## config.mk

```make
export PLATFORM = sky130hd
export DESIGN_NAME = lbp_bus_phaser
export DESIGN_NICKNAME = d
export VERILOG_FILES = /design/src/lbp_sync2.v /design/src/lbp_lane_enc.v /design/src/lbp_bus_phaser.v
export VERILOG_INCLUDE_DIRS = /design/src
export SDC_FILE = /design/constraint.sdc
export NUM_CORES = 1
export LEC_CHECK = 0
export BUFFER_PORTS_ARGS = -buffer_cell sky130_fd_sc_hd__buf_2
export CAP_MARGIN = 20
export CORE_UTILIZATION = 59
export CTS_BUF_LIST = sky130_fd_sc_hd__clkbuf_4
export DETAILED_ROUTE_END_ITERATION = 7
export PLACE_DENSITY = 0.94
export SYNTH_ARGS = -nofsm -noshare
export SYNTH_HDL_FRONTEND = slang
export SYNTH_SLANG_ARGS = --single-unit
```

## constraint.sdc

```tcl
create_clock -name mclk -period 2.5 [get_ports mclk]
set_input_delay 0.25 -clock mclk [delete_from_list [all_inputs] [get_ports mclk]]
set_output_delay 0.25 -clock mclk [all_outputs]
set_load 0.05 [all_outputs]
```

## src/lbp_consts.vh

```
// Constants shared by the local bus phasing block
`ifndef LBP_CONSTS_VH
`define LBP_CONSTS_VH

// Region codes carried with each request
`define LBP_REGION_LOWER   2'h0
`define LBP_REGION_MIDDLE  2'h1
`define LBP_REGION_UPPER   2'h2
`define LBP_REGION_IO      2'h3

// Bit positions of width selects, set bit means 8-bit wide
`define LBP_AUX_IO_BIT     0
`define LBP_AUX_MIDDLE_BIT 1
`define LBP_AUX_LOWER_BIT  2
`define LBP_AUX_UPPER_BIT  3

// Byte selection codes of a request
`define LBP_BYTE_WORD      2'h0
`define LBP_BYTE_HIGH      2'h1
`define LBP_BYTE_LOW       2'h2

// Value shown on the multiplexed bus in a refresh address phase
`define LBP_REFRESH_DATA   16'hFFFF

// Lowest request address bits of DRAM row and column
`define LBP_ROW_LSB        10
`define LBP_COL_LSB        1

// Synchroniser edges before reset straps are valid
`define LBP_INIT_CAPTURE   2'h2

`endif

```

## src/lbp_sync2.v

```verilog
// Two-flop synchroniser for a group of pin inputs
`timescale 1ns/1ps
module lbp_sync2 #(
	parameter W = 1
) (
	// Clock and reset
	input  wire         mclk,
	input  wire         rst_n,
	// Pins and synchronised copies
	input  wire [W-1:0] pin_in,
	output reg  [W-1:0] sync_out
);

	reg [W-1:0] meta;

	always @(posedge mclk or negedge rst_n) begin
		if (!rst_n) begin
			meta     <= {W{1'b0}};
			sync_out <= {W{1'b0}};
		end else begin
			meta     <= pin_in;
			sync_out <= meta;
		end
	end

endmodule // lbp_sync2

```

## src/lbp_lane_enc.v

```verilog
// Byte lane encoding of a bus cycle
`timescale 1ns/1ps
`include "lbp_consts.vh"
module lbp_lane_enc (
	// Request
	input  wire [1:0] byte_sel,
	input  wire       narrow,
	input  wire       refresh,
	// Encoded lanes
	output reg        bhe_n,
	output reg        ad0,
	output reg        use_hi,
	output reg        use_lo,
	output reg        hi_on_lo
);

	always @* begin
		bhe_n    = 1'b1;
		ad0      = 1'b0;
		use_hi   = 1'b0;
		use_lo   = 1'b0;
		hi_on_lo = 1'b0;
		if (refresh) begin
			// (RULE19) refresh marked 1/1
			bhe_n = 1'b1;
			ad0   = 1'b1;
		end else begin
			// (RULE17) lane code table
			case (byte_sel)
			`LBP_BYTE_WORD: begin
				bhe_n  = 1'b0;
				ad0    = 1'b0;
				use_hi = 1'b1;
				use_lo = 1'b1;
			end
			`LBP_BYTE_HIGH: begin
				bhe_n  = 1'b0;
				ad0    = 1'b1;
				use_hi = 1'b1;
			end
			default: begin
				bhe_n  = 1'b1;
				ad0    = 1'b0;
				use_lo = 1'b1;
			end
			endcase
			// (RULE11) narrow moves high byte low
			if (narrow) begin
				hi_on_lo = use_hi;
				use_lo   = 1'b1;
				use_hi   = 1'b0;
			end
		end
	end

endmodule // lbp_lane_enc

```

## src/lbp_bus_phaser.v

```verilog
// Local bus cycle sequencer with address and data phasing
// Overview of operation
// (RULE1) Nonmux address leads multiplexed address by half a bus clock.
// (RULE2) All address outputs float during bus hold and reset.
// (RULE3) DRAM: odd address pins give row then column; others hold still.
// (RULE4) Upper mux lines carry address in T1, data in T2 to T4.
// (RULE5) Lower mux lines carry low address byte in T1, then data.
// (RULE6) Upper mux lines float in T2 to T4 when upper strobe idle.
// (RULE7) Lower mux lines float in T2 to T4 when lower strobe idle.
// (RULE8) Reset configuration is captured from all sixteen mux lines.
// (RULE9) Eight-bit regions keep address on upper mux lines throughout.
// (RULE10) Dropped address in 8-bit mode: upper float T1, address after.
// (RULE11) Eight-bit mode moves both data bytes over lower mux lines; a word cycle here moves only the high byte.
// (RULE12) Address latch strobe pulses while address is valid on bus.
// (RULE13) Address latch strobe floats in pin-float test mode.
// (RULE14) Strobe floats low in hold, weakly pulled low in reset.
// (RULE15) Async ready is active high; unsynchronised edges may add a cycle.
// (RULE16) Async ready low defers to sync ready; high forces ready.
// (RULE17) Upper enable and address bit 0 encode word, high, low.
// (RULE18) Upper enable driven T1 through T3 and waits; floats in hold.
// (RULE19) Refresh: enable and bit 0 high, FFFF on bus in T1.
// (RULE20) Strap high: region drop bit removes T1 address on selects.
// (RULE21) Strap low: address always driven; strap sampled at reset release.
// (RULE22) Strap low puts status and zero indicator pins to normal use.
// (RULE23) Four width selects size each memory region and I/O space.
// (RULE24) Wait phases follow T3 while selected ready is low.
`timescale 1ns/1ps
`include "lbp_consts.vh"
module lbp_bus_phaser (
	// Clock and reset
	input  wire        mclk,
	input  wire        rst_n,
	// Cycle request
	input  wire        cyc_start,
	input  wire        cyc_write,
	input  wire        cyc_refresh,
	input  wire        cyc_dram,
	input  wire [1:0]  cyc_region,
	input  wire [1:0]  cyc_byte,
	input  wire [19:0] cyc_addr,
	input  wire [15:0] cyc_wdata,
	// Cycle answer
	output reg         cyc_accept,
	output reg         cyc_busy,
	output reg         cyc_done,
	output reg  [15:0] cyc_rdata,
	// Configuration
	input  wire [3:0]  auxiliary_config_reg,
	input  wire        lower_address_drop_bit,
	input  wire        upper_address_drop_bit,
	input  wire        pin_float_test_mode,
	// Bus hold
	input  wire        hold_req,
	output reg         hold_ack,
	// Address pins
	output reg  [19:0] nonmux_address_out,
	output reg         nonmux_address_oe,
	input  wire [15:0] mux_addr_data_bus_in,
	output reg  [15:0] mux_addr_data_bus_out,
	output reg         mux_hi_oe,
	output reg         mux_lo_oe,
	// Byte enable pin, also the strap input
	output reg         upper_byte_enable_n_out,
	output reg         upper_byte_enable_n_oe,
	input  wire        address_phase_strap_n,
	// Write strobes
	output reg         upper_write_strobe_n,
	output reg         lower_write_strobe_n,
	output reg         write_strobe_oe,
	// Address latch strobe
	output reg         ale_out,
	output reg         ale_oe,
	output reg         ale_pull_low,
	// Ready and clock
	input  wire        async_ready_in,
	input  wire        sync_ready_in,
	output reg         system_clock_out,
	// Reset straps
	output reg  [15:0] reset_config_value,
	output reg         address_phase_always,
	output reg         status_pins_normal
);

	localparam [2:0] ST_IDLE = 3'h0;
	localparam [2:0] ST_LEAD = 3'h1;
	localparam [2:0] ST_T1   = 3'h2;
	localparam [2:0] ST_T2   = 3'h3;
	localparam [2:0] ST_T3   = 3'h4;
	localparam [2:0] ST_TW   = 3'h5;
	localparam [2:0] ST_T4   = 3'h6;
	localparam [2:0] ST_HOLD = 3'h7;

	// Spread nine bits over the odd address pins
	function [19:0] odd_spread;
		input [19:0] base;
		input [8:0]  bits;
		integer      i;
		begin
			odd_spread = base;
			for (i = 0; i < 9; i = i + 1)
				odd_spread[2*i+1] = bits[i];
		end
	endfunction

	wire [20:0] pin_sync;
	wire [15:0] ad_s     = pin_sync[15:0];
	wire        strap_s  = pin_sync[16];
	wire        float_s  = pin_sync[17];
	wire        hold_s   = pin_sync[18];
	wire        sync_ready_in_s   = pin_sync[19];
	wire        async_ready_in_s   = pin_sync[20];

	// (RULE15) ready pins through two flops
	lbp_sync2 #(.W(21)) u_sync (
		.mclk     (mclk),
		.rst_n    (rst_n),
		.pin_in   ({async_ready_in, sync_ready_in, hold_req,
		            pin_float_test_mode, address_phase_strap_n,
		            mux_addr_data_bus_in}),
		.sync_out (pin_sync)
	);

	reg  [2:0]  st;
	reg  [2:0]  next_st;
	reg         half;
	reg  [1:0]  init_cnt;
	reg         cfg_done;
	reg         strap_hi;
	reg         r_write, r_refresh, r_dram, r_narrow, r_drop;
	reg  [1:0]  r_byte;
	reg  [19:0] r_addr;
	reg  [15:0] r_wdata;

	wire        phase_end = half;
	wire        take      = (st == ST_IDLE) && cfg_done && !hold_s &&
	                        cyc_start && !half;
	// (RULE16) either ready input completes
	wire        ready     = async_ready_in_s | sync_ready_in_s;
	wire        in_data   = (st == ST_T2) || (st == ST_T3) ||
	                        (st == ST_TW) || (st == ST_T4);
	wire        in_strobe = (st == ST_T2) || (st == ST_T3) ||
	                        (st == ST_TW);
	wire        active    = (st != ST_IDLE) && (st != ST_HOLD);

	// (RULE23) width select per space
	wire        req_narrow =
		(cyc_region == `LBP_REGION_UPPER)  ?
			auxiliary_config_reg[`LBP_AUX_UPPER_BIT] :
		(cyc_region == `LBP_REGION_LOWER)  ?
			auxiliary_config_reg[`LBP_AUX_LOWER_BIT] :
		(cyc_region == `LBP_REGION_MIDDLE) ?
			auxiliary_config_reg[`LBP_AUX_MIDDLE_BIT] :
			auxiliary_config_reg[`LBP_AUX_IO_BIT];

	// (RULE20) drop bit only on select regions
	wire        req_drop = strap_hi && !cyc_refresh &&
		(((cyc_region == `LBP_REGION_LOWER) && lower_address_drop_bit) ||
		 ((cyc_region == `LBP_REGION_UPPER) && upper_address_drop_bit));

	wire        bhe_n, ad0, use_hi, use_lo, hi_on_lo;

	lbp_lane_enc u_lane (
		.byte_sel (r_byte),
		.narrow   (r_narrow),
		.refresh  (r_refresh),
		.bhe_n    (bhe_n),
		.ad0      (ad0),
		.use_hi   (use_hi),
		.use_lo   (use_lo),
		.hi_on_lo (hi_on_lo)
	);

	// Sequencer
	always @* begin
		next_st = st;
		case (st)
		ST_IDLE: begin
			if (cfg_done && hold_s)
				next_st = ST_HOLD;
			else if (take)
				next_st = ST_LEAD;
		end
		ST_HOLD: if (!hold_s) next_st = ST_IDLE;
		// (RULE1) half period address lead
		ST_LEAD: next_st = ST_T1;
		ST_T1:   if (phase_end) next_st = ST_T2;
		ST_T2:   if (phase_end) next_st = ST_T3;
		// (RULE24) wait while not ready
		ST_T3, ST_TW: begin
			if (phase_end)
				next_st = ready ? ST_T4 : ST_TW;
		end
		ST_T4:   if (phase_end) next_st = ST_IDLE;
		default: next_st = ST_IDLE;
		endcase
	end

	always @(posedge mclk or negedge rst_n) begin
		if (!rst_n) begin
			st        <= ST_IDLE;
			half      <= 1'b0;
			r_write   <= 1'b0;
			r_refresh <= 1'b0;
			r_dram    <= 1'b0;
			r_narrow  <= 1'b0;
			r_drop    <= 1'b0;
			r_byte    <= `LBP_BYTE_WORD;
			r_addr    <= 20'h00000;
			r_wdata   <= 16'h0000;
		end else begin
			st   <= next_st;
			half <= ~half;
			if (take) begin
				r_write   <= cyc_write && !cyc_refresh;
				r_refresh <= cyc_refresh;
				r_dram    <= cyc_dram && !cyc_refresh;
				r_narrow  <= req_narrow && !cyc_refresh;
				r_drop    <= req_drop;
				r_byte    <= cyc_byte;
				r_addr    <= cyc_addr;
				r_wdata   <= cyc_wdata;
			end
		end
	end

	// Reset strap and configuration capture
	always @(posedge mclk or negedge rst_n) begin
		if (!rst_n) begin
			init_cnt             <= 2'h0;
			cfg_done             <= 1'b0;
			strap_hi             <= 1'b1;
			reset_config_value   <= 16'h0000;
			address_phase_always <= 1'b0;
			status_pins_normal   <= 1'b0;
		end else if (!cfg_done) begin
			init_cnt <= init_cnt + 2'h1;
			if (init_cnt == `LBP_INIT_CAPTURE) begin
				cfg_done <= 1'b1;
				// (RULE8) capture all mux lines
				reset_config_value   <= ad_s;
				// (RULE21) strap sampled at release
				strap_hi             <= strap_s;
				address_phase_always <= !strap_s;
				// (RULE22) strap low frees status pins
				status_pins_normal   <= !strap_s;
			end
		end
	end

	// Pin values ahead of their output flops
	reg  [19:0] next_addr;
	reg  [15:0] next_ad;
	reg         next_addr_oe, next_hi_oe, next_lo_oe, next_bhe;
	reg         next_bhe_oe, next_whb, next_wlb, next_ale;
	reg  [15:0] ad_addr;
	reg  [8:0]  dram_bits;

	always @* begin
		ad_addr   = r_refresh ? `LBP_REFRESH_DATA :
		            {r_addr[15:1], ad0};
		dram_bits = 9'h000;
		// (RULE3) row then column on odd pins
		if ((st == ST_LEAD) || (st == ST_T1) || (st == ST_T2))
			dram_bits = r_addr[`LBP_ROW_LSB +: 9];
		else
			dram_bits = r_addr[`LBP_COL_LSB +: 9];
		next_addr = r_dram ? odd_spread(r_addr, dram_bits) : r_addr;
		// (RULE2) address floats outside own cycles
		next_addr_oe = active;
		next_ad      = 16'h0000;
		next_hi_oe   = 1'b0;
		next_lo_oe   = 1'b0;
		if (st == ST_T1 && !r_drop) begin
			// (RULE4) upper address in T1
			// (RULE5) low address byte in T1
			next_ad    = ad_addr;
			next_hi_oe = 1'b1;
			next_lo_oe = 1'b1;
		end else if (in_data && r_write) begin
			// (RULE7) lower data only with strobe
			next_lo_oe    = use_lo;
			// (RULE11) high byte via lower lines
			next_ad[7:0]  = hi_on_lo ? r_wdata[15:8] : r_wdata[7:0];
			// (RULE6) upper data only with strobe
			next_hi_oe    = use_hi;
			next_ad[15:8] = r_wdata[15:8];
		end
		// (RULE9) narrow keeps upper address
		if (r_narrow && (st == ST_T1) && !r_drop) begin
			next_ad[15:8] = r_addr[15:8];
			next_hi_oe    = 1'b1;
		end
		// (RULE10) dropped phase, address from T2
		if (r_narrow && in_data) begin
			next_ad[15:8] = r_addr[15:8];
			next_hi_oe    = 1'b1;
		end
		// (RULE18) enable from T1 through waits
		next_bhe    = ((st == ST_T1) || (st == ST_T2) ||
		               (st == ST_T3) || (st == ST_TW)) ? bhe_n : 1'b1;
		next_bhe_oe = active;
		next_whb    = !(in_strobe && r_write && use_hi);
		next_wlb    = !(in_strobe && r_write && use_lo);
		// (RULE12) strobe while address on bus
		next_ale    = (st == ST_T1) && !half && !r_drop;
	end

	always @(posedge mclk or negedge rst_n) begin
		if (!rst_n) begin
			nonmux_address_out      <= 20'h00000;
			nonmux_address_oe       <= 1'b0;
			mux_addr_data_bus_out   <= 16'h0000;
			mux_hi_oe               <= 1'b0;
			mux_lo_oe               <= 1'b0;
			upper_byte_enable_n_out <= 1'b1;
			upper_byte_enable_n_oe  <= 1'b0;
			upper_write_strobe_n    <= 1'b1;
			lower_write_strobe_n    <= 1'b1;
			write_strobe_oe         <= 1'b0;
			ale_out                 <= 1'b0;
			ale_oe                  <= 1'b0;
			ale_pull_low            <= 1'b1;
			hold_ack                <= 1'b0;
			system_clock_out        <= 1'b0;
		end else begin
			nonmux_address_out      <= next_addr;
			nonmux_address_oe       <= next_addr_oe;
			mux_addr_data_bus_out   <= next_ad;
			mux_hi_oe               <= next_hi_oe;
			mux_lo_oe               <= next_lo_oe;
			upper_byte_enable_n_out <= next_bhe;
			upper_byte_enable_n_oe  <= next_bhe_oe;
			upper_write_strobe_n    <= next_whb;
			lower_write_strobe_n    <= next_wlb;
			write_strobe_oe         <= next_addr_oe;
			ale_out                 <= next_ale;
			// (RULE13) float in pin test mode
			// (RULE14) float low in hold
			ale_oe                  <= !float_s && (st != ST_HOLD);
			ale_pull_low            <= (st == ST_HOLD);
			hold_ack                <= (st == ST_HOLD);
			system_clock_out        <= !half;
		end
	end

	// Cycle answer
	always @(posedge mclk or negedge rst_n) begin
		if (!rst_n) begin
			cyc_accept <= 1'b0;
			cyc_busy   <= 1'b0;
			cyc_done   <= 1'b0;
			cyc_rdata  <= 16'h0000;
		end else begin
			cyc_accept <= take;
			cyc_busy   <= active || take;
			cyc_done   <= (st == ST_T4) && phase_end;
			if ((st == ST_T4) && phase_end && !r_write && !r_refresh) begin
				if (!r_narrow)
					cyc_rdata <= ad_s;
				else if (hi_on_lo)
					cyc_rdata[15:8] <= ad_s[7:0];
				else
					cyc_rdata[7:0] <= ad_s[7:0];
			end
		end
	end

endmodule // lbp_bus_phaser

```

After elaboration in Yosys (flattened, before gate mapping)
Cells that the tools add are included. W data, S select, Z words.

Bits of input ports: 73. Word-level logic and storage cells: 159. Register bits after elaboration: 176. Output and inout bits: 86.

$add $sub $neg: 1. Equal/unequal tests: 20. Muxes and demuxes: 43. Bitwise logic cells: 3. Reduce and logical (&&, ||, !) cells: 57.

Operators with widths (count): $mux W16 (4); $mux W8 (5); $logic_and A1 B1 Y1 (27); $mux W1 (23); $mux W3 (7); $pmux W3 S7 (1); $mux W18 (1); $eq A3 B3 Y1 const B (4); $ne A2 B2 Y1 const B (6); $logic_not A1 Y1 (10); $logic_or A1 B1 Y1 (10); $mux W9 (1); $eq A3 B2 Y1 const B (2); $reduce_and A2 Y1 (3); $reduce_and A6 Y1 (1); $eq A2 B1 Y1 const B (2); $eq A2 B2 Y1 const B (2); $logic_not A2 Y1 (2); $reduce_or A2 Y1 (2); $eq A3 B1 Y1 const B (1); $logic_not A3 Y1 (1); $ne A3 B2 Y1 const B (1); $ne A3 B3 Y1 const B (1); $reduce_bool A3 Y1 (1); 5 further kinds (6).

Longest topological paths before layout
Gate-level depths: netlist (run 1).

Depth after elaboration: 10. Gate-level depth with buffers: 7. Mapped depth without buffers: 5.

Cells and area by module
Synthesis (run 1) repeated with hierarchy kept, for this count alone.

Cells, all modules: 518. Area, all modules: 6468.7 um^2.

Modules (own cells, without submodules): lbp_bus_phaser (area an instance 5373.9 um^2, times used 1, sequential area each 3334.4 um^2, cells an instance 469); lbp_sync2 (area an instance 1051.0 um^2, times used 1, sequential area each 1051.0 um^2, cells an instance 42); lbp_lane_enc (area an instance 43.8 um^2, times used 1, sequential area each 0.0 um^2, cells an instance 7).

Worst setup path after synthesis (run 1)
OpenSTA, ideal clock, no wires.

Kind: register to register. Start: reg half. End: reg r_addr[0], in the netlist odd_spread.base[0]. Arrival: 1731 ps. Cell stages (with the launch flop): 5. Library setup time: 125 ps. Buffers on the path: 1. Required time: 2375 ps. Setup slack: 644 ps. Period minus slack after synthesis: 1856 ps. Cell sequence: dfrtp_1 and4bb_2 nand2_2 buf_2 mux2_2.

Word-level cells in the longest chain between the ends: 2.

Ends and longest elaborated chain: start: declaration (line lbp_bus_phaser.v:125) `reg half;`; start signal: assignment (line lbp_bus_phaser.v:212) `half <= ~half;`; $logic_not A1 Y1 (line lbp_bus_phaser.v:136) `cyc_start && !half;`; $logic_and A1 B1 Y1 (line lbp_bus_phaser.v:136); end signal: assignment (line lbp_bus_phaser.v:220) `r_addr <= cyc_addr;`; end: declaration (line lbp_bus_phaser.v:131) `reg [19:0] r_addr;`.

Every way passes these cells. A chain may end at the register's enable or synchronous reset.

Worst setup path in the final report (run 1)
Start: reg st[2]. End: reg mux_addr_data_bus_out[15].

Word-level cells in the longest chain between the ends: 9. Elaborated cells on any way between the ends: 17. Those cells by class: 5 x eq/ne; 4 x mux; 8 x reduce/logical.

Ends and longest elaborated chain: start: declaration (line lbp_bus_phaser.v:123) `reg [2:0] st;`; start signal: assignment (line lbp_bus_phaser.v:211) `st <= next_st;`; $eq A3 B2 Y1 or $eq A3 B3 Y1 (tied branches) (line lbp_bus_phaser.v:139) `wire in_data = (st == ST_T2) || (st == ST_T3) ||`; $logic_or A1 B1 Y1 (2 in a row) (line lbp_bus_phaser.v:139); $logic_or A1 B1 Y1 (line lbp_bus_phaser.v:140) `(st == ST_TW) || (st == ST_T4);`; $logic_and A1 B1 Y1 (line lbp_bus_phaser.v:279) `end else if (in_data && r_write) begin`; $mux W16 (line lbp_bus_phaser.v:279); $mux W16 (line lbp_bus_phaser.v:273) `if (st == ST_T1 && !r_drop) begin`; $mux W8 (line lbp_bus_phaser.v:289) `if (r_narrow && (st == ST_T1) && !r_drop) begin`; $mux W8 (*) (line lbp_bus_phaser.v:294) `if (r_narrow && in_data) begin`; named net next_ad[15] (line lbp_bus_phaser.v:252) `reg [15:0] next_ad;`; end signal: assignment (line lbp_bus_phaser.v:328) `mux_addr_data_bus_out <= next_ad;`; end: declaration (line lbp_bus_phaser.v:59) `output reg [15:0] mux_addr_data_bus_out,`.

Mark *: on every way through the listed nets, which the timed path passes. The rest lies on a longest branch.

==> results summary, run 1 <==
For the worst setup path, the data required time is approximately 3.0 ns. The starting density of the core came out at between 60% and 70%. Each instance of the synthesized netlist takes up on average 14.1 um^2. The share of the synthesized netlist area taken by xor and xnor gates is 0.135%. Traced cell by cell, the critical path runs through and3b_1 > or2_1 > a21boi_1 > buf_4 > mux2i_1. Setup slack on the critical path of the routed design comes to 0.625 ns.

Counting instances in the post-synthesis netlist gives the leading cell types as dfrtp_1 (170), mux2_2 (57), nor2_1 (49), mux2i_1 (25), nand2_1 (23). The area of the die is around 11000 um^2. Tracing the worst setup path back leads to its startpoint at st[2]. The max-slew violation count came out at 0. The via count of the first global-routing pass came to between 4000 and 5000. Summing every instance area after synthesis gives 6480 um^2. At the worst endpoint, the arrival time is roughly 2.4 ns. The die is approximately 110 um tall. The post-synth net total is between 500 and 600. The CTS root buffer is clkbuf_4. The transition time at the pin with the least slew margin is 0.644 ns.

Of the post-synthesis cell area, the part taken by muxes is about 16%. The largest vdd supply drop came out at a little under 1000 uV. The total vias in the final route came out at between 4000 and 5000. The number of buffers on the longest clock path came out at 2. The worst hold path begins at auxiliary_config_reg[0]. The number of nets at the end of the flow is approximately 760. The number of detailed-routing iterations run before antenna repair is 7. The x dimension of the die is approximately 110 um. The non-filler instance count after layout is 840. The area fraction in compound gates after synthesis came out at under 10%. The clock-pin transition on the worst setup and hold timing paths came out at 0.15 ns.

The number of H-tree levels is 4. The first-pass GRT wire length came out at 25.3 mm. The arithmetic-cell share of the synthesized area counting full adders, half adders and majority gates is 0.193%. The final hold violation count came out at 0. The worst setup path is of the flop to flop kind. Of all cell types, the one taking the most synthesized area is dfrtp_1. The fmax is about 530 MHz.

The worst setup path is launched from a flop. The flow ran to the end, and the final reports show no timing, DRC or antenna violations. The worst hold path class is primary input to flop. Synthesis produced a netlist whose cell count is 461. The final RePlAce weighted congestion came out at 0.860. The reported max-cap violation count came out at 0. The worst clock skew on the final layout is about 0.027 ns. The power density over cell area is between 1000 and 1500 nW/um^2.

Wires add up to ~16 mm. The clock sink count is 175. In this run the critical register-to-register path is launched from st[2]. The simple-gate portion of the synthesized area is roughly 7.6%.

Setup violations remaining at the end of the flow were counted as 0. Dividing the final minimum period by the clock period gives about three quarters. For this run the aggregate overflow at the end of global routing stands at 0. The CTS tree is done. The maximum number of pins on one net before global-route repair came out at 74.

The synthesis-to-layout area growth came out at 28.6%. The quantity of I/O buffers inserted on ports came out at roughly 160. The number of primary I/O pins came out at about 160. The number of nets with antenna violations after routing is 0. Cells with a size suffix above 1 make up between 30 and 40% of the layout. The number of placed cells counting well taps came out at approximately 740. The buffers inserted during post-CTS setup optimization is 0. Among all stages on the critical path, the largest delay is contributed by dfrtp_1. The kind of end point of the critical path is a flop.

The HPWL after detailed placement is just over 10 mm. In the final routed layout, each cell accounts on average for approximately 19 um. The placement-stage cell area came out at ~7400 um^2.

The clock latency on the worst-skew pair is 0.58 ns. Setup repair after global routing left no endpoint under its margin. After detailed routing, the number of vias per cell comes to ~5.5. In the post-synthesis netlist, the cell with the most instances is dfrtp_1. The post-route DRC violation count came out at 0.

The number of antenna violations at the first check in global routing came out at 0. After synthesis, the largest family of logic cells by area is multiplexers. The number of cells on the worst hold path is 3. The largest fanout of any net on the critical path is 17. The clock period minus final worst setup slack is 1.87 ns. The number of cells on the worst reg-to-reg path is 5. The number of placement rows came out at 37. The proportion of register bits with asynchronous set or reset after synthesis came out at 100%. The number of distinct library cells after synthesis came out at between 50 and 60.

The core region is between 10000 and 15000 um^2. The number of buffers created by CTS came out at 17. The number of design-rule violations left by the first detailed-router iteration came out at between 200 and 250. The number of flops mapped to enable cells by yosys came out at 0. The post-placement setup slack came out at just under 0.7 ns.

The normalized max-slew margin came out at 57.1%. For this run, the leading register cell type out of synthesis is dfrtp_1. The sequential share of the synthesized area came out at between 60% and 70%. The flop and latch count out of synthesis came out at ~180. Ranked by total cell area, the synthesized netlist is headed by dfrtp_1 (66%), mux2_2 (9.9%), mux2i_1 (3.9%), nor2_1 (2.8%), dfstp_2 (2.0%). The total non-filler cell area in the finished layout is roughly 8300 um^2. The sum of negative setup slack is 0 ns. The area fraction of the dominant cell type after synthesis came out at 65.6%. The leakage dissipation is roughly 4 nW. The total number of yosys warnings is 0. The largest single stage delay on the critical path is ~0.64 ns. The total routing usage reported by global routing came out at between 30 and 40%.
==> kinds of logic after synthesis <==
kind of cell,after synthesis
multiplexers,92
AO/OA/AOI/OAI,56
AND/OR/NAND/NOR,105
buffers and inverters,31
adder cells (fa/ha/maj),1
XOR/XNOR,1
flip-flops,175
==> registers in the layout, indices dropped and copies added (netlist names), 2 cells and up <==
register	flops
u_sync.meta	21
u_sync.sync_out	21
nonmux_address_out	20
odd_spread.base	20
cyc_rdata	16
mux_addr_data_bus_out	16
r_wdata	16
reset_config_value	16
st	3
init_cnt	2
r_byte	2
==> worst max-delay path, delay by kind of cell (launching register included) <==
family,cells,cell delay (ns)
AND/OR/NAND/NOR,2,0.47
buffers and inverters,1,0.24
multiplexers,1,0.24
flip-flops,1,0.64
AO/OA/AOI/OAI,1,0.21
==> final timing paths <==
path | slack, ns | end
min | 0.14 | r_narrow
min reg2reg | 0.36 | u_sync.sync_out[13]
max | 0.63 | mux_addr_data_bus_out[15]
max reg2reg | 0.63 | mux_addr_data_bus_out[15]
max in group asynchronous | 1.41 | cyc_rdata[3]
min in group asynchronous | 0.22 | odd_spread.base[12]
==> area by class of cell <==
cell class,instances,area [um^2]
clock inverter,14,135
timing repair buffer,236,1560
inverter,5,18.8
tap,136,170
sequential,175,4390
fill,541,2170
multi-input combinational,255,1940
clock buffer,18,135
antenna,1,2.50
==> where the power goes <==
part | internal (mW) | switching [mW] | total (mW)
logic | 1.38 | 2.92 | 4.30
registers | 3.68 | 0.700 | 4.38
clock network | 0.518 | 1.02 | 1.53
total | 5.58 | 4.63 | 10.2
==> timing repair <==
action | CTS | global route
resized for setup | 0 | 0
hold buffers | 64 | 0
endpoints found under the hold margin | 128 | 0
==> cell usage in the layout (no fill, tap or decap), types with 8 or more instances in the layout <==
master / count
dfrtp_1: 170
dlygate4sd3_1: 64
nor2_1: 49
mux2i_1: 25
o22ai_1: 8
a21oi_1: 9
nand2_1: 23
a211oi_1: 8
clkbuf_4: 18
mux2_2: 57
o2bb2ai_1: 8
o21ai_0: 13
buf_2: 157
nor3_1: 8
mux2_4: 8
buf_4: 13
==> per-stage QoR <==
stage | power (mW) | utilization, % | hold slack, ns
2_1_floorplan | 7.41 | - | -0.0456
3_3_place_gp | 8.33 | 70.7 | 0.290
3_5_place_dp | 8.51 | 70.7 | 0.294
4_1_cts | 10.1 | 79.3 | 0.119
5_1_grt | 10.7 | 79.3 | 0.126
6_report | 10.2 | 79.4 | 0.144
==> layer usage <==
layer / up-vias / part of all wire (%) / GRT usage, %
met5: - / 0 / 0
met4: 0 / 3.0 / 13.5
met3: 42 / 5.9 / 8.15
met2: 227 / 51 / 49.9
met1: 2287 / 40 / 38.0
li1: 2074 / - / -
No activity file was read; power rests on OpenSTA's default activity.
==> run 2: changes to the inputs <==
Settings changed: CORE_UTILIZATION 59 to 55, PLACE_DENSITY 0.94 to 0.89.
Clock period 2.5 ns to 1.93 ns, I/O delays scaled along.
==> results summary, run 2 (synthesis results as in run 1) <==
The flow ran to the end, and the final reports show no timing, DRC or antenna violations. Of the total power, the clock network draws roughly 15%. CTS built an H-tree with a depth of 4. The design internal power is between 7 and 8 mW. The final-layout fill cell count is roughly 750. The worst min-delay path startpoint is auxiliary_config_reg[1]. In this run the worst path has a maximum fanout of 9. The worst hold path passes through 3 cells. The analysis attributes to net switching a power of about 5.9 mW. The clock arrives with approximately 0.026 ns of skew. The die outline height is 111 um. The number of cells traversed by the worst register-to-register path came out at 4. The first-pass GRT wire length came out at around 26 mm. The count of nets left with antenna violations once routing finished came out at 0. By startpoint and endpoint, the worst setup path is classified as flop to flop.

The library cells used most frequently in the layout, excluding fill and tap cells, are dfrtp_1 (170), buf_2 (157), dlygate4sd3_1 (65), mux2_2 (57), nor2_1 (49). In the final design database the tool counted between 700 and 800 nets. The total wirelength of the detailed-routed design is ~15 mm. The commonest non-fill, non-tap cell in the layout is dfrtp_1. Global routing finished with a remaining overflow of 0. In the final layout, flip-flops and latches occupy between 4000 and 5000 um^2. Max-cap violations in this run came to 0. The normalized max-slew margin came out at between 50% and 60%. The max-slew violation count came out at 0. The register share of total power came out at around two fifths. The overall power after layout is around 13 mW. The required time of the critical path is 2.43 ns.

The post-route DRC violation count is 0. The transition time at the pin with the least slew margin came out at ~0.64 ns. The final RePlAce weighted congestion came out at between 0.8 and 0.9. The total routing usage reported by global routing came out at roughly 27%. The final setup slack of the worst path came out at 0.154 ns. The post-placement setup slack is -0.184 ns. The area of the die is 12200 um^2. The quantity of I/O buffers inserted on ports came out at 158. The part of the power in combinational logic is between 40% and 50%. For this run, the top clock speed supported by timing is 563 MHz.

The proportion of layout cells with a drive suffix above 1 is about two fifths. The maximum number of pins on one net before global-route repair came out at 52. The launching element type of the critical path is a flop. The number of antenna violations at the first check in global routing is 0. The number of vias per cell after detailed routing is 5.36. The count of inserted antenna diode cells is 0. The estimated wirelength of the detail-placed design is 10.1 mm. The clock sink count came out at between 150 and 200. The x dimension of the die came out at roughly 110 um. The later pin in the worst-skew pair is clocked with a latency of 0.58 ns.

The switching share of power is between 40% and 50%. Across the VDD grid, the largest voltage drop is 1290 uV. The worst setup path is captured at a flop. The CTS root buffer is clkbuf_4. The number of primary I/O pins is 159. The average wire per standard cell came out at 18.0 um.

The fraction of the cycle the final worst path needs came out at a little over 90%. In this run the deepest clock path goes through 2 buffers. Detailed routing inserted a total of 4552 vias. The setup violation total in the final timing report is 0.

The starting density of the core is 56.5%. Relative to the synthesized area, the layout overhead comes to 29.8%. The launching element of the worst setup path is st[1].

TritonCTS built the clock tree. The area of the core region is roughly 11000 um^2. TritonCTS created 17 clock buffers. In this run the worst hold path is classified as primary input to flop. In this run the critical register-to-register path is launched from st[1]. The leakage dissipation is 4.13 nW. Subtracting the final worst setup slack from the clock period gives approximately 1.8 ns. The clock-pin transition on the worst setup and hold timing paths came out at 0.14 ns. The area taken by multi-input logic gates is ~1900 um^2. The final hold violation count came out at 0.

Setup repair after global routing left no endpoint under its margin. In this run the power density over the cells is roughly 1600 nW/um^2. At the worst endpoint, the arrival time is 2.28 ns. The number of design-rule violations left by the first detailed-router iteration is between 200 and 300. For this run, the detailed router's first-pass iteration total came to 4. The number of placement rows is 39.

In the final layout, the registers with the most flip-flops are u_sync.meta x21, u_sync.sync_out x21. The via count of the first global-routing pass is between 4000 and 5000.
[run 2: path summary, 6_finish.rpt]
check / to / slack (ns)
worst min-delay path: r_narrow / 0.06
max in group asynchronous: ale_pull_low / 1.12
worst max-delay path: mux_addr_data_bus_out[10] / 0.15
worst min register to register: u_sync.sync_out[13] / 0.35
min in group asynchronous: status_pins_normal / 0.13
worst max register to register: mux_addr_data_bus_out[10] / 0.15
[run 2: metrics by stage]
step / cells / instance area [um^2] / utilization, % / setup TNS [ns] / hold WS [ns]
final: 850 / 8410 / 73.4 / 0 / 0.0626
after detailed placement: 753 / 7480 / 65.2 / -1.32 / 0.166
after CTS: 850 / 8410 / 73.3 / 0 / 0.0472
after global placement: 753 / 7480 / 65.2 / 0 / 0.165
after global routing: 850 / 8410 / 73.4 / 0 / 0.0373
after floorplan: 461 / 6480 / - / 0 / -0.103
[run 2: metal layers]
metal / part of all wire (%) / routed length [um] / GRT usage, %
met5: 0 / 0 / 0
met3: 7.4 / 1140 / 8.29
met4: 2.7 / 415 / 13.6
met2: 51 / 7860 / 45.1
met1: 38 / 5860 / 32.4
[run 2: final cells by class]
type | count | share of cell area, %
multi-input cells | 255 | 23.1
repair buffers | 240 | 19.2
flip-flops and latches | 175 | 52.1
inverters | 5 | 0.223
clock inverters | 15 | 1.71
clock buffers | 17 | 1.52
well taps | 143 | 2.13
[run 2: power groups by stage]
stage	logic [mW]	registers [mW]	clock network, mW
2_1_floorplan	2.18	7.42	0
3_3_place_gp	5.39	5.49	0
3_5_place_dp	5.56	5.55	0
4_1_cts	5.68	5.49	2.04
5_1_grt	6.08	5.61	2.22
6_report	5.71	5.49	2.02
[run 2: what timing repair did]
action | CTS | global route
setup endpoints to repair | 9 | 1
endpoints found under the hold margin | 196 | 0
buffers inserted | 0 | 0
resized for setup | 1 | 1
hold buffers | 65 | 0
[run 2: critical path: stages (launching register included)]
cell and delay [ns]:
dfrtp_1 0.44, and3b_1 0.22, or2_1 0.25, a21boi_2 0.52, mux2i_1 0.27
==> run 3: changes to the inputs <==
Settings changed: SLEW_MARGIN set to 40.
Clock period 1.93 ns to 2 ns, I/O delays scaled along.
==> results summary, run 3 (synthesis results as in run 1) <==
Across all layers, the routed design uses roughly 4600 vias. The largest fanout of any net on the critical path is 9. The first-pass GRT wire length came out at approximately 25 mm. The max-slew violation count came out at 0.

The number of cells on the worst hold path is 3. The startpoint identified for the worst hold timing path is auxiliary_config_reg[1]. The total routing usage reported by global routing is between 20% and 30%. Overall power consumption after layout is estimated at between 10 and 15 mW.

The area of the die is 12200 um^2. Setup repair after global routing left no endpoint under its margin. The reg-to-reg setup timing slack came out at a little over 0.07 ns. The CTS tree is done. The leakage dissipation is 4.15 nW. The global route total overflow came out at 0. The worst hold path terminates at r_narrow. After detailed routing, the number of remaining DRC violations is 0. The most critical setup path has its startpoint at st[1]. The fraction of the cycle the final worst path needs came out at a little over nine tenths. The average wire per standard cell came out at between 15 and 20 um. The number of primary I/O pins came out at 159.

The worst clock skew on the final layout came out at 0.0190 ns. In the final layout, the registers with the most flip-flops are u_sync.meta x21, u_sync.sync_out x21. Leaving out fill and tap cells, the most frequent cell in the layout is dfrtp_1. The first routing iteration left about 230 violations. The fmax is between 500 and 600 MHz. The via count of the first global-routing pass was about 4800. The final-layout fill cell count came out at 706. The synthesis-to-layout area growth came out at 30.3%. In the layout the commonest cells are dfrtp_1 (170), buf_2 (157), dlygate4sd3_1 (65), mux2_2 (57), nor2_1 (49). The clock-pin transition on the worst setup and hold timing paths came out at 0.14 ns. The estimated wirelength of the detail-placed design came out at between 9 and 10 mm. The starting density of the core is between 50% and 60%. The arrival time at the worst endpoint is about 2.4 ns.

From bottom edge to top edge, the die measures approximately 110 um. The normalized max-slew margin came out at a little over half. The sum of negative setup slack came out at 0 ns.

The number of nets with antenna violations after routing is 0. The min-delay analysis places its worst path in the category primary input to flop. The number of buffers on the longest clock path is 2. The quantity of I/O buffers inserted on ports is ~160.

The number of cells traversed by the worst register-to-register path is 4. The stage delay of the slowest cell on the critical path is between 0.5 and 0.6 ns. The clock sink count came out at about 180. At the pin with the least slew margin, the transition time is 0.682 ns.

Among all stages on the critical path, the largest delay is contributed by a21boi_2. The reported max-cap violation count is 0. The number of placement rows is 39.

The area of the core region is between 10000 and 15000 um^2. CTS placed an instance of clkbuf_4 at the clock tree root. The maximum number of pins on one net before global-route repair is 57. The final hold violation count came to 0.

The largest vdd supply drop came out at 1190 uV. The final hold slack came out at roughly 0.085 ns. The clock latency on the worst-skew pair came out at ~0.57 ns. The total wirelength of the detailed-routed design is 15.7 mm. Data on the critical path is required at its endpoint by between 2 and 2.5 ns.

The critical path in this run is classified as flop to flop. The flow ran to the end, and the final reports show no timing, DRC or antenna violations. The floorplan step set the die width to around 110 um. The number of detailed-routing iterations run before antenna repair is 5. The number of buffers inserted for hold repair after clock tree synthesis is 65. Post-CTS timing repair inserted 0 buffers for setup.

The final RePlAce weighted congestion came out at 0.893. The number of antenna violations at the first check in global routing came to 1. The number of nets at the end of the flow is 767.

The final core utilization came out at 73.7%. Walking the worst path, the cells encountered are and3b_1 > or2_1 > a21boi_2 > mux2i_1. The endpoint of the worst register-to-register path is mux_addr_data_bus_out[14].

In this run, post-CTS repair resized a total of 0 instances. The setup violation total in the final timing report is 0. The proportion of layout cells with a drive suffix above 1 is 39.7%. The number of vias per cell after detailed routing came out at approximately 5.4. The launching point of the worst reg2reg path is st[1]. For this design the ratio of total power to cell area is 1540 nW/um^2. The worst setup path is launched from a flop. The number of buffers created by CTS came out at 17. The worst setup path is captured at a flop. The clock period minus final worst setup slack came out at 1.93 ns.

The number of H-tree levels is 4.
-- run 3: changes by cell type in the layout (fill, tap and decap cells not counted), moves of 2 or more --
cell and delta:
clkinv_2 -4, clkinv_1 +2, clkbuf_4 +3, clkinvlp_4 -2, bufinv_16 +2, inv_6 -2
-- run 3: cell type report --
| cell class | instances | area (um^2) | share of cell area [%] |
|---|---|---|---|
| Sequential cell | 175 | 4390 | 51.9 |
| Multi-Input combinational cell | 255 | 1940 | 23.0 |
| Timing Repair Buffer | 239 | 1610 | 19.0 |
| Tap cell | 143 | 179 | 2.12 |
| Clock inverter | 12 | 168 | 1.98 |
| Clock buffer | 20 | 150 | 1.78 |
| Inverter | 5 | 18.8 | 0.222 |
| Antenna cell | 1 | 2.50 | 0.0296 |
-- run 3: power breakdown --
| part | total, mW | internal, mW | switching (mW) |
|---|---|---|---|
| registers | 5.34 | 4.61 | 0.730 |
| logic | 5.52 | 1.77 | 3.75 |
| clock network | 2.19 | 1.02 | 1.17 |
| total | 13.1 | 7.40 | 5.66 |
-- run 3: stage by stage --
step	cell area [um^2]	std cells	worst slack, ns
2_1_floorplan	6480	461	0.144
3_3_place_gp	7470	752	0.0830
3_5_place_dp	7480	752	0.173
4_1_cts	8450	849	0.149
5_1_grt	8450	850	0.0227
6_report	8450	850	0.0716
-- run 3: metal layers --
| layer | part of all wire [%] | vias to the layer above | GRT usage, % |
|---|---|---|---|
| li1 | - | 2070 | - |
| met1 | 39 | 2275 | 33.0 |
| met2 | 52 | 202 | 47.2 |
| met3 | 6.7 | 32 | 7.85 |
| met4 | 2.3 | 0 | 8.62 |
| met5 | 0 | - | 0 |
-- run 3: worst max-delay path, delay by kind of cell (launching register included) --
kind | cells | cell delay (ns)
AO/OA/AOI/OAI | 1 | 0.55
flip-flops | 1 | 0.45
multiplexers | 1 | 0.35
AND/OR/NAND/NOR | 2 | 0.49
-- run 3: worst max path at each step --
stage                                     end  cells after the start
floorplan                  odd_spread.base[0]                      4
detailed placement                 r_wdata[9]                      5
finish              mux_addr_data_bus_out[14]                      4
global placement                    mux_hi_oe                      4
CTS                                r_wdata[8]                      5
global route        mux_addr_data_bus_out[14]                      4
